===== src/rtl/bstap_defs.svh =====
/*
 * Constants of the boundary-scan test port: lengths, field widths,
 * instruction codes and fixed values.
 * Assumes inclusion by bare name from the package and the top module.
 */
`ifndef BSTAP_DEFS_SVH
`define BSTAP_DEFS_SVH

// Instruction register
`define BSTAP_IR_LEN 10
`define BSTAP_IR_CAPTURE 10'h001
// Instruction codes, unlisted codes select bypass
`define BSTAP_OP_EXTEST 10'h000
`define BSTAP_OP_SAMPLE 10'h005
`define BSTAP_OP_IDCODE 10'h006
`define BSTAP_OP_USERCODE 10'h007
`define BSTAP_OP_CFG_START 10'h002
`define BSTAP_OP_CFG_DATA 10'h003
`define BSTAP_OP_BYPASS 10'h3ff

// Boundary chain lengths of the four density variants
`define BSTAP_BSR_LEN_A 438
`define BSTAP_BSR_LEN_B 690
`define BSTAP_BSR_LEN_C 798
`define BSTAP_BSR_LEN_D 1050
`define BSTAP_BSR_LEN `BSTAP_BSR_LEN_A

// Signature and identification layout
`define BSTAP_WORD_LEN 32
`define BSTAP_USER_BITS 7
`define BSTAP_USER_FIXED_BITS 25
`define BSTAP_ID_VER_BITS 4
`define BSTAP_ID_PART_BITS 16
`define BSTAP_ID_MFG_BITS 11
// Arbitrary neutral identity values
`define BSTAP_ID_VER 4'h3
`define BSTAP_ID_PART 16'h0abc
`define BSTAP_ID_MFG 11'h555
`define BSTAP_USER_FIXED 25'h0012345

// Configuration word buffer depth
`define BSTAP_FIFO_DEPTH 2

`endif


===== src/rtl/bstap_pkg.sv =====
/*
 * Types of the boundary-scan test port.
 * Assumes bstap_defs.svh is on the include path.
 */
package bstap_pkg;
`include "bstap_defs.svh"

    // Port controller states
    typedef enum logic [3:0] {
        ST_RESET = 4'h0,
        ST_IDLE = 4'h1,
        ST_SEL_DR = 4'h2,
        ST_CAP_DR = 4'h3,
        ST_SHIFT_DR = 4'h4,
        ST_EXIT1_DR = 4'h5,
        ST_PAUSE_DR = 4'h6,
        ST_EXIT2_DR = 4'h7,
        ST_UPD_DR = 4'h8,
        ST_SEL_IR = 4'h9,
        ST_CAP_IR = 4'ha,
        ST_SHIFT_IR = 4'hb,
        ST_EXIT1_IR = 4'hc,
        ST_PAUSE_IR = 4'hd,
        ST_EXIT2_IR = 4'he,
        ST_UPD_IR = 4'hf
    } bstap_state_t;

    // Data register chosen by the current instruction
    typedef enum logic [2:0] {
        SEL_BYPASS = 3'h0,
        SEL_IDCODE = 3'h1,
        SEL_USER = 3'h2,
        SEL_SAMPLE = 3'h3,
        SEL_EXTEST = 3'h4,
        SEL_CFG_DATA = 3'h5
    } bstap_sel_t;

    // Test port pins as seen at the device
    typedef struct packed {
        logic tck;
        logic tms;
        logic tdi;
    } bstap_pins_t;

    // One configuration word with its valid flag
    typedef struct packed {
        logic valid;
        logic [`BSTAP_WORD_LEN-1:0] data;
    } bstap_cfg_t;

endpackage


===== src/rtl/bstap_top.sv =====
/*
 * Boundary-scan test access port: controller, instruction register,
 * bypass, signature, identification and boundary chain, plus the
 * configuration loading instructions with a two-entry word buffer.
 * Assumes the test pins arrive asynchronously and are oversampled by
 * clk, several clk cycles per test clock phase; the tms wire is
 * pulled up by the bench, and configuration logic runs on clk.
 */
// Operation
// RULE1: Port follows the 1990 boundary-scan standard.
// RULE2: No boundary testing while configuration runs.
// RULE3: Sample captures pins, preloads pattern harmlessly.
// RULE4: Extest drives pins from chain, captures inputs.
// RULE5: Bypass puts one bit between data pins.
// RULE6: Usercode shifts out user signature register.
// RULE7: Idcode shifts out identification register.
// RULE8: Configuration instructions load device over port.
// RULE9: Instruction register is ten bits long.
// RULE10: Signature: 32 bits, 7 user, 25 fixed.
// RULE11: Chain length 438, 690, 798 or 1050.
// RULE12: Idcode: version, part, maker, one.
// RULE13: Undriven test inputs read as high.
// RULE14: Unassigned codes select the bypass bit.
// RULE15: Test reset loads the identification instruction.
`include "bstap_defs.svh"
module bstap_top #(
    parameter int BSR_LEN = `BSTAP_BSR_LEN
) (
    input wire logic clk,
    input wire logic rstn,
    input wire logic ce,
    input wire bstap_pkg::bstap_pins_t pins,
    input wire logic cfg_busy,
    input wire logic [`BSTAP_USER_BITS-1:0] user_bits,
    input wire logic [BSR_LEN-1:0] pin_in,
    input wire logic [BSR_LEN-1:0] core_out,
    input wire logic cfg_ready,
    output logic tdo,
    output logic tdo_oe_n,
    output logic [BSR_LEN-1:0] pin_out,
    output logic cfg_start,
    output bstap_pkg::bstap_cfg_t cfg_word
);
    import bstap_pkg::*;

    // The test clock is never used as a clock here: clk samples it and
    // its edges become enables. This trades a faster system clock (at
    // least eight clk cycles per tck period) for one clock domain and no
    // crossing logic between the port and the configuration side.
    // Lengths of the instruction and word shift paths
    localparam int IRL = `BSTAP_IR_LEN;
    localparam int WL = `BSTAP_WORD_LEN;

    // Synchronisers reset high: a floating pin reads as one [RULE13]
    bstap_pins_t s1_q, s1_d, s2_q, s2_d;
    logic tck_old_q, tck_old_d;

    always_comb begin
        s1_d = pins;
        s2_d = s1_q;
        tck_old_d = s2_q.tck;
    end

    always_ff @(posedge clk) begin
        if (!rstn) begin
            s1_q <= 3'h7; // [RULE13]
            s2_q <= 3'h7; // [RULE13]
            tck_old_q <= 1'h1;
        end else if (ce) begin
            s1_q <= s1_d;
            s2_q <= s2_d;
            tck_old_q <= tck_old_d;
        end
    end

    // Edges of the test clock, seen only past the second stage
    logic tck_rise, tck_fall;
    assign tck_rise = s2_q.tck & ~tck_old_q;
    assign tck_fall = ~s2_q.tck & tck_old_q;

    // Busy blocks only the two instructions that touch the pins; the
    // identification paths stay usable during configuration, so a host
    // can still find the device in the chain.
    // Instruction decode; unknown codes fall to bypass
    function automatic bstap_sel_t decode(input logic [IRL-1:0] op,
                                          input logic busy);
        bstap_sel_t s;
        unique case (op)
            `BSTAP_OP_EXTEST: s = busy ? SEL_BYPASS : SEL_EXTEST; // [RULE2]
            `BSTAP_OP_SAMPLE: s = busy ? SEL_BYPASS : SEL_SAMPLE; // [RULE2]
            `BSTAP_OP_IDCODE: s = SEL_IDCODE;
            `BSTAP_OP_USERCODE: s = SEL_USER;
            `BSTAP_OP_CFG_DATA: s = SEL_CFG_DATA; // [RULE8]
            default: s = SEL_BYPASS; // [RULE5] [RULE14]
        endcase
        return s;
    endfunction

    // The controller registers move only on a detected tck edge (start_q drops the next clk), so
    // ce low freezes the whole port, and a still test clock freezes these registers.
    // Port controller and its shift registers
    bstap_state_t st_q, st_d;
    logic [IRL-1:0] ir_sh_q, ir_sh_d, ir_q, ir_d;
    logic byp_q, byp_d;
    logic [WL-1:0] w_sh_q, w_sh_d;
    logic [BSR_LEN-1:0] bsr_sh_q, bsr_sh_d, upd_q, upd_d;
    logic tdo_q, tdo_d, oe_n_q, oe_n_d;
    logic start_q, start_d, push;
    bstap_sel_t sel;
    logic [WL-1:0] id_word, user_word;
    logic fifo_full;

    // Identification and signature words [RULE10] [RULE12]
    assign id_word = {`BSTAP_ID_VER, `BSTAP_ID_PART, `BSTAP_ID_MFG, 1'b1};
    assign user_word = {`BSTAP_USER_FIXED, user_bits};
    assign sel = decode(ir_q, cfg_busy);

    always_comb begin
        st_d = st_q;
        ir_sh_d = ir_sh_q;
        ir_d = ir_q;
        byp_d = byp_q;
        w_sh_d = w_sh_q;
        bsr_sh_d = bsr_sh_q;
        upd_d = upd_q;
        tdo_d = tdo_q;
        oe_n_d = oe_n_q;
        start_d = 1'b0;
        push = 1'b0;
        if (tck_rise) begin
            // State moves and capture or shift on the rising edge [RULE1]
            unique case (st_q)
                ST_RESET: st_d = s2_q.tms ? ST_RESET : ST_IDLE;
                ST_IDLE: st_d = s2_q.tms ? ST_SEL_DR : ST_IDLE;
                ST_SEL_DR: st_d = s2_q.tms ? ST_SEL_IR : ST_CAP_DR;
                ST_CAP_DR: st_d = s2_q.tms ? ST_EXIT1_DR : ST_SHIFT_DR;
                ST_SHIFT_DR: st_d = s2_q.tms ? ST_EXIT1_DR : ST_SHIFT_DR;
                ST_EXIT1_DR: st_d = s2_q.tms ? ST_UPD_DR : ST_PAUSE_DR;
                ST_PAUSE_DR: st_d = s2_q.tms ? ST_EXIT2_DR : ST_PAUSE_DR;
                ST_EXIT2_DR: st_d = s2_q.tms ? ST_UPD_DR : ST_SHIFT_DR;
                ST_UPD_DR: st_d = s2_q.tms ? ST_SEL_DR : ST_IDLE;
                ST_SEL_IR: st_d = s2_q.tms ? ST_RESET : ST_CAP_IR;
                ST_CAP_IR: st_d = s2_q.tms ? ST_EXIT1_IR : ST_SHIFT_IR;
                ST_SHIFT_IR: st_d = s2_q.tms ? ST_EXIT1_IR : ST_SHIFT_IR;
                ST_EXIT1_IR: st_d = s2_q.tms ? ST_UPD_IR : ST_PAUSE_IR;
                ST_PAUSE_IR: st_d = s2_q.tms ? ST_EXIT2_IR : ST_PAUSE_IR;
                ST_EXIT2_IR: st_d = s2_q.tms ? ST_UPD_IR : ST_SHIFT_IR;
                ST_UPD_IR: st_d = s2_q.tms ? ST_SEL_DR : ST_IDLE;
            endcase
            if (st_q == ST_CAP_IR) begin
                ir_sh_d = `BSTAP_IR_CAPTURE;
            end
            if (st_q == ST_SHIFT_IR) begin
                ir_sh_d = {s2_q.tdi, ir_sh_q[IRL-1:1]}; // [RULE9]
            end
            if (st_q == ST_CAP_DR) begin
                byp_d = 1'b0;
                unique case (sel)
                    SEL_IDCODE: w_sh_d = id_word; // [RULE7]
                    SEL_USER: w_sh_d = user_word; // [RULE6]
                    // Host polls the low bit before sending a word
                    SEL_CFG_DATA: w_sh_d = {{(WL-1){1'b0}}, fifo_full};
                    SEL_SAMPLE, SEL_EXTEST: bsr_sh_d = pin_in; // [RULE3] [RULE4]
                    default: byp_d = 1'b0;
                endcase
            end
            if (st_q == ST_SHIFT_DR) begin
                unique case (sel)
                    SEL_IDCODE, SEL_USER, SEL_CFG_DATA:
                        w_sh_d = {s2_q.tdi, w_sh_q[WL-1:1]};
                    SEL_SAMPLE, SEL_EXTEST:
                        bsr_sh_d = {s2_q.tdi, bsr_sh_q[BSR_LEN-1:1]}; // [RULE11]
                    default: byp_d = s2_q.tdi; // [RULE5]
                endcase
            end
        end
        if (tck_fall) begin
            // Updating on the fall gives the shift registers half a test
            // clock to settle before the update latch or tdo takes them.
            // Output and update act on the falling edge
            oe_n_d = !(st_q == ST_SHIFT_IR || st_q == ST_SHIFT_DR);
            if (st_q == ST_SHIFT_IR) begin
                tdo_d = ir_sh_q[0];
            end else if (st_q == ST_SHIFT_DR) begin
                unique case (sel)
                    SEL_IDCODE, SEL_USER, SEL_CFG_DATA: tdo_d = w_sh_q[0];
                    SEL_SAMPLE, SEL_EXTEST: tdo_d = bsr_sh_q[0];
                    default: tdo_d = byp_q; // [RULE5]
                endcase
            end
            if (st_q == ST_RESET) begin
                ir_d = `BSTAP_OP_IDCODE; // [RULE15]
            end
            if (st_q == ST_UPD_IR) begin
                ir_d = ir_sh_q;
                start_d = (ir_sh_q == `BSTAP_OP_CFG_START); // [RULE8]
            end
            if (st_q == ST_UPD_DR) begin
                if (sel == SEL_SAMPLE || sel == SEL_EXTEST) begin
                    upd_d = bsr_sh_q; // [RULE3]
                end
                // A word sent while full is ignored; host must poll
                push = (sel == SEL_CFG_DATA) && !fifo_full; // [RULE8]
            end
        end
    end

    always_ff @(posedge clk) begin
        if (!rstn) begin
            st_q <= ST_RESET;
            ir_sh_q <= `BSTAP_IR_CAPTURE;
            ir_q <= `BSTAP_OP_IDCODE; // [RULE15]
            byp_q <= 1'b0;
            w_sh_q <= '0;
            bsr_sh_q <= '0;
            upd_q <= '0;
            tdo_q <= 1'b0;
            oe_n_q <= 1'b1;
            start_q <= 1'b0;
        end else if (ce) begin
            st_q <= st_d;
            ir_sh_q <= ir_sh_d;
            ir_q <= ir_d;
            byp_q <= byp_d;
            w_sh_q <= w_sh_d;
            bsr_sh_q <= bsr_sh_d;
            upd_q <= upd_d;
            tdo_q <= tdo_d;
            oe_n_q <= oe_n_d;
            start_q <= start_d;
        end
    end

    // Pin outputs are registered like every other output, so a change of
    // instruction reaches the pins one clk after it takes effect.
    // Boundary cells: pins follow the chain only under extest
    logic [BSR_LEN-1:0] pin_d, pin_q;
    logic drive_chain;
    // Never drive test patterns while configuration runs [RULE2]
    assign drive_chain = (sel == SEL_EXTEST) && !cfg_busy;

    genvar gi;
    generate
        for (gi = 0; gi < BSR_LEN; gi++) begin : g_cell
            // Sample leaves core values on the pins [RULE3] [RULE4]
            assign pin_d[gi] = drive_chain ? upd_q[gi] : core_out[gi];
        end
    endgenerate

    always_ff @(posedge clk) begin
        if (!rstn) begin
            pin_q <= '0;
        end else if (ce) begin
            pin_q <= pin_d;
        end
    end

    // Pop and push may meet in one cycle: the pop frees the head first,
    // so the new word lands in the head entry; the second entry is always empty then.
    // Fullness is judged before the pop, so a word arriving as a full
    // buffer pops is still dropped; the host's polling covers this.
    // Words leave in the order they arrived.
    // Two-entry word buffer; head entry drives the output directly
    bstap_cfg_t e0_q, e0_d, e1_q, e1_d;
    logic pop;
    assign fifo_full = e0_q.valid & e1_q.valid;
    assign pop = e0_q.valid & cfg_ready;

    always_comb begin
        e0_d = e0_q;
        e1_d = e1_q;
        if (pop) begin
            e0_d = e1_q;
            e1_d.valid = 1'b0;
        end
        if (push) begin
            // Shifted word lands in the first free slot [RULE8]
            if (!e0_d.valid) begin
                e0_d = {1'b1, w_sh_q};
            end else begin
                e1_d = {1'b1, w_sh_q};
            end
        end
    end

    always_ff @(posedge clk) begin
        if (!rstn) begin
            e0_q <= '0;
            e1_q <= '0;
        end else if (ce) begin
            e0_q <= e0_d;
            e1_q <= e1_d;
        end
    end

    // Outputs straight from their registers
    assign tdo = tdo_q;
    assign tdo_oe_n = oe_n_q;
    assign pin_out = pin_q;
    assign cfg_start = start_q;
    assign cfg_word = e0_q;

endmodule


===== config.mk =====
export PLATFORM = sky130hd
export DESIGN_NAME = bstap_top
export DESIGN_NICKNAME = d
export VERILOG_FILES = /design/src/rtl/bstap_pkg.sv /design/src/rtl/bstap_top.sv
export VERILOG_INCLUDE_DIRS = /design/src /design/src/rtl
export SDC_FILE = /design/constraint.sdc
export NUM_CORES = 2
export LEC_CHECK = 0
export ABC_AREA = 1
export BUFFER_PORTS_ARGS = -buffer_cell sky130_fd_sc_hd__clkbuf_2
export CORE_AREA = 10 10 524 526
export DETAILED_ROUTE_END_ITERATION = 16
export DIE_AREA = 0 0 534 536
export GPL_TIMING_DRIVEN = 0
export SLEW_MARGIN = 20
export SYNTH_ARGS = -nofsm -noshare
export SYNTH_HDL_FRONTEND = slang
export SYNTH_SLANG_ARGS = --single-unit
export TNS_END_PERCENT = 5

===== constraint.sdc =====
create_clock -name clk -period 2.7 [get_ports clk]
set_clock_uncertainty 0.05 [all_clocks]
set_input_delay 0.27 -clock clk [delete_from_list [all_inputs] [get_ports clk]]
set_output_delay 0.27 -clock clk [all_outputs]
set_load 0.005 [all_outputs]

==> impl_metrics.csv <==
group,metric,value,unit
outcome,status,"finished with violations",
outcome,violations,"negative setup slack",
grt,grt_pass1_wl,543.2,mm
finish,final.fill_count,28200,
place,dp_hpwl,302.3,mm
worst_setup_path,rr_worst_depth,9,
worst_setup_path,cp_cell_sequence,"nor2_2 -> nand2_1 -> nor2_2 -> nand3_4 -> buf_12 -> clkbuf_2 -> clkbuf_1 -> o21ai_0 -> a21oi_1",
power_and_ir_drop,p_int,38140,uW
clocking,cts_tree,"done",
yosys,ys.flop_type,"dfxtp_1",
grt,grt_pass1_vias,75760,
sta,setup_ws,-0.07874,ns
yosys,syn-num-nets,11060,
grt,track_usage,0.2545,
yosys,ys_seq_area_frac,0.4229,
clocking,clkTransAtPathRegs,0.06,ns
sta,tns,-0.3621,ns
clocking,clkLatencyLatePin,0.85,ns
floorplanning,fp.dieW,534,um
sta,holdWs,0.007208,ns
hold_path,hp-class,"input pin to register",
finish,final_common_cell,"nand2_1",
clocking,htreeDepth,4,
sta,rsz0062_at_grt,"true",
yosys,synth_seq_cells,1447,
worst_setup_path,required,3.34,ns
worst_setup_path,crit_buf_inv,3,
floorplanning,pin_count,1365,
floorplanning,dieHeight,536,um
routing,vias,81090,
floorplanning,core,264100,sq um
worst_setup_path,crit_top_cell,"nor2_2",
routing,drt_wl_total,388.8,mm
grt,antenna_found_initial,118,
floorplanning,rows,189,
sta,max_freq,0.3599,GHz
sta,final_hold_viol_count,0,
routing,detailedRoute.firstPassIterationCount,8,
worst_setup_path,end_kind,"register",
worst_setup_path,worst_path_largest_cell_delay,0.61,ns
power_and_ir_drop,switching_share,0.2648,
power_and_ir_drop,p_comb_frac,0.101,
sta,setup_violations,13,
yosys,ys_types,30,
worst_setup_path,cp_top_family,"buffers and inverters",
yosys,synth_edf_count,0,
clocking,cts-root-buf,"clkbuf_16",
sta,slew_viol_final,0,
floorplanning,design.die.area,286200,sq um
sta,slew_headroom,0.2593,
power_and_ir_drop,power.density,539.6,nW/um^2
clocking,cts.sinks,1447,
run,cap_violations,0,
worst_setup_path,r2r-start,"ir_q[2]",
yosys,syn_inst,10170,
routing,wl_per_cell,23.78,um
sta,min_period_over_period,1.029,
routing,postRouteAntennaNets,0,
yosys,avgSynthCellArea,6.737,sq um
finish,nNetsFinal,13490,
worst_setup_path,cp_data_arrival_time,3.42,ns
worst_setup_path,cp_slowest_cell,"o21ai_0",
power_and_ir_drop,peakVddDrop,0.6246,mV
yosys,ys_async_sr_fraction,0,
finish,multi_input_area,32480,sq um
hold_path,hold_path_depth,4,
clocking,cts_buffers,169,
routing,vias_per_cell,4.960,
grt,overflow,0,
power_and_ir_drop,p_seq_frac,0.424,
finish,seq_area,28970,sq um
power_and_ir_drop,p_leak,0.04120,uW
sta,worst_pin_slew,1.111,ns
hold_path,min_to,"pin_out[288]",
finish,drive_gt1_frac,0.1642,
routing,drc_errors,0,
power_and_ir_drop,switching_power,13740,uW
routing,drt-initial-drc-count,8336,
worst_setup_path,path_class,"register to register",
place,io_buffers,1363,
yosys,synth.cell_area,68510,sq um
worst_setup_path,reg2reg_to,"pin_out[128]",
clocking,cts_max_path_buffers,3,
finish,layout_common_cells,"nand2_1, clkbuf_2, dfxtp_1",
floorplanning,start_util,0.2593,
worst_setup_path,crit_path_start_kind,"register",
grt,grt_max_degree,17,
power_and_ir_drop,power,51880,uW
sta,period_minus_slack,2.779,ns
power_and_ir_drop,p_clk_frac,0.475,
worst_setup_path,crit_fanout,10,
yosys,yosysWarnings,0,
finish,syn2layout_area_growth,40.34,%
hold_path,hp-start,"core_out[288]",
place,gp_congestion,0.9885,
worst_setup_path,reg2reg_slack,-0.08,ns
[timing repair]
action                                 4_1_cts  5_1_grt
endpoints found under the hold margin      874        3
cloned                                       0        3
pin swaps                                    3        1
setup endpoints to repair                 1323     1155
setup buffers                                6        4
hold buffers                               872        3
resized for setup                          221      367
[per-layer routing]
metal	up-vias	track usage	wire, um
met5	-	0	259
met4	40	0.1480	25300
met3	819	0.07414	37760
met1	37940	0.3090	153700
li1	38370	-	-
met2	3927	0.4000	171700
[flip-flops by register name (all words and copies together), names as in the netlist, 2 cells and up]
name / cells
bsr_sh_q: 438
cfg_word: 33
e1_q: 33
ir_q: 10
ir_sh_q: 10
pin_out: 438
s1_q: 3
s2_q: 2
st_q: 4
upd_q: 438
w_sh_q: 32
[stage by stage]
step	instances	util	cell area, sq um	worst slack (ns)
finish	16350	0.3640	96140	-0.07874
global route	16310	0.3636	96050	-0.1518
CTS	16250	0.3606	95250	-0.2036
detailed placement	15070	0.3028	79970	-1.841
global placement	15060	0.3019	79750	-2.776
floorplan	10170	-	68510	0.7229
[synth_stat cells, types with 4 or more instances]
cell	n	area [sq um]
inv_1	964	3618
o211ai_1	4	30.03
clkbuf_1	675	2534
nand2_1	2464	9249
clkinv_1	4	15.01
buf_2	183	915.9
a31oi_1	11	68.82
nand3b_1	20	150.1
or2_2	6	37.54
a21oi_1	1433	7172
inv_2	4	15.01
o21a_1	437	3281
buf_1	26	97.59
nand3_1	1406	7037
o21ai_0	930	4654
nand4_1	5	31.28
dfxtp_1	1447	28970
nor2_1	132	495.5
[how the worst max path moves through the flow]
stage / slack, ns / cells after the start / to / start
after global routing: -0.15 / 14 / bsr_sh_q[85] / ir_q[5]
after detailed placement: -1.84 / 8 / upd_q[233] / ce
final: -0.08 / 9 / pin_out[128] / ir_q[2]
after global placement: -2.78 / 10 / upd_q[144] / ir_q[3]
after CTS: -0.20 / 9 / pin_out[399] / ir_q[2]
after floorplan: 0.72 / 13 / bsr_sh_q[429] / ir_q[2]
[area by class of cell]
cell class              instances  area share
diodes                         87    0.002264
plain buffers                 885     0.04676
clock buffers                 232     0.04988
clock inverters                72     0.01196
inverters                     972     0.03827
multi-input cells            6863      0.3378
flip-flops and latches       1447      0.3013
well taps                    3533     0.04598
repair buffers               2257      0.1656
repair inverters                1   0.0001692
[cell families after synthesis]
family,Yosys count,synth area share
simple gates,4040,0.2490
compound gates,2823,0.2229
buf+inv,1858,0.1053
flops,1447,0.4229
[power by group through the flow]
| stage | logic, uW | clock network (uW) | registers (uW) |
|---|---|---|---|
| global placement | 3960 | 0 | 22400 |
| global route | 5520 | 25800 | 22000 |
| detailed placement | 3960 | 0 | 22400 |
| CTS | 5160 | 24900 | 22000 |
| finish | 5230 | 24700 | 22000 |
| floorplan | 1440 | 0 | 22400 |
[worst register-to-register path: stages, from the launching register on]
cell and delay [ns]:
dfxtp_2 0.34, nor2_2 0.15, nand2_1 0.09, nor2_2 0.15, nand3_4 0.09, buf_12 0.16, clkbuf_2 0.43, clkbuf_1 0.42
o21ai_0 0.61, a21oi_1 0.13
No activity file was read; power rests on OpenSTA's default activity.
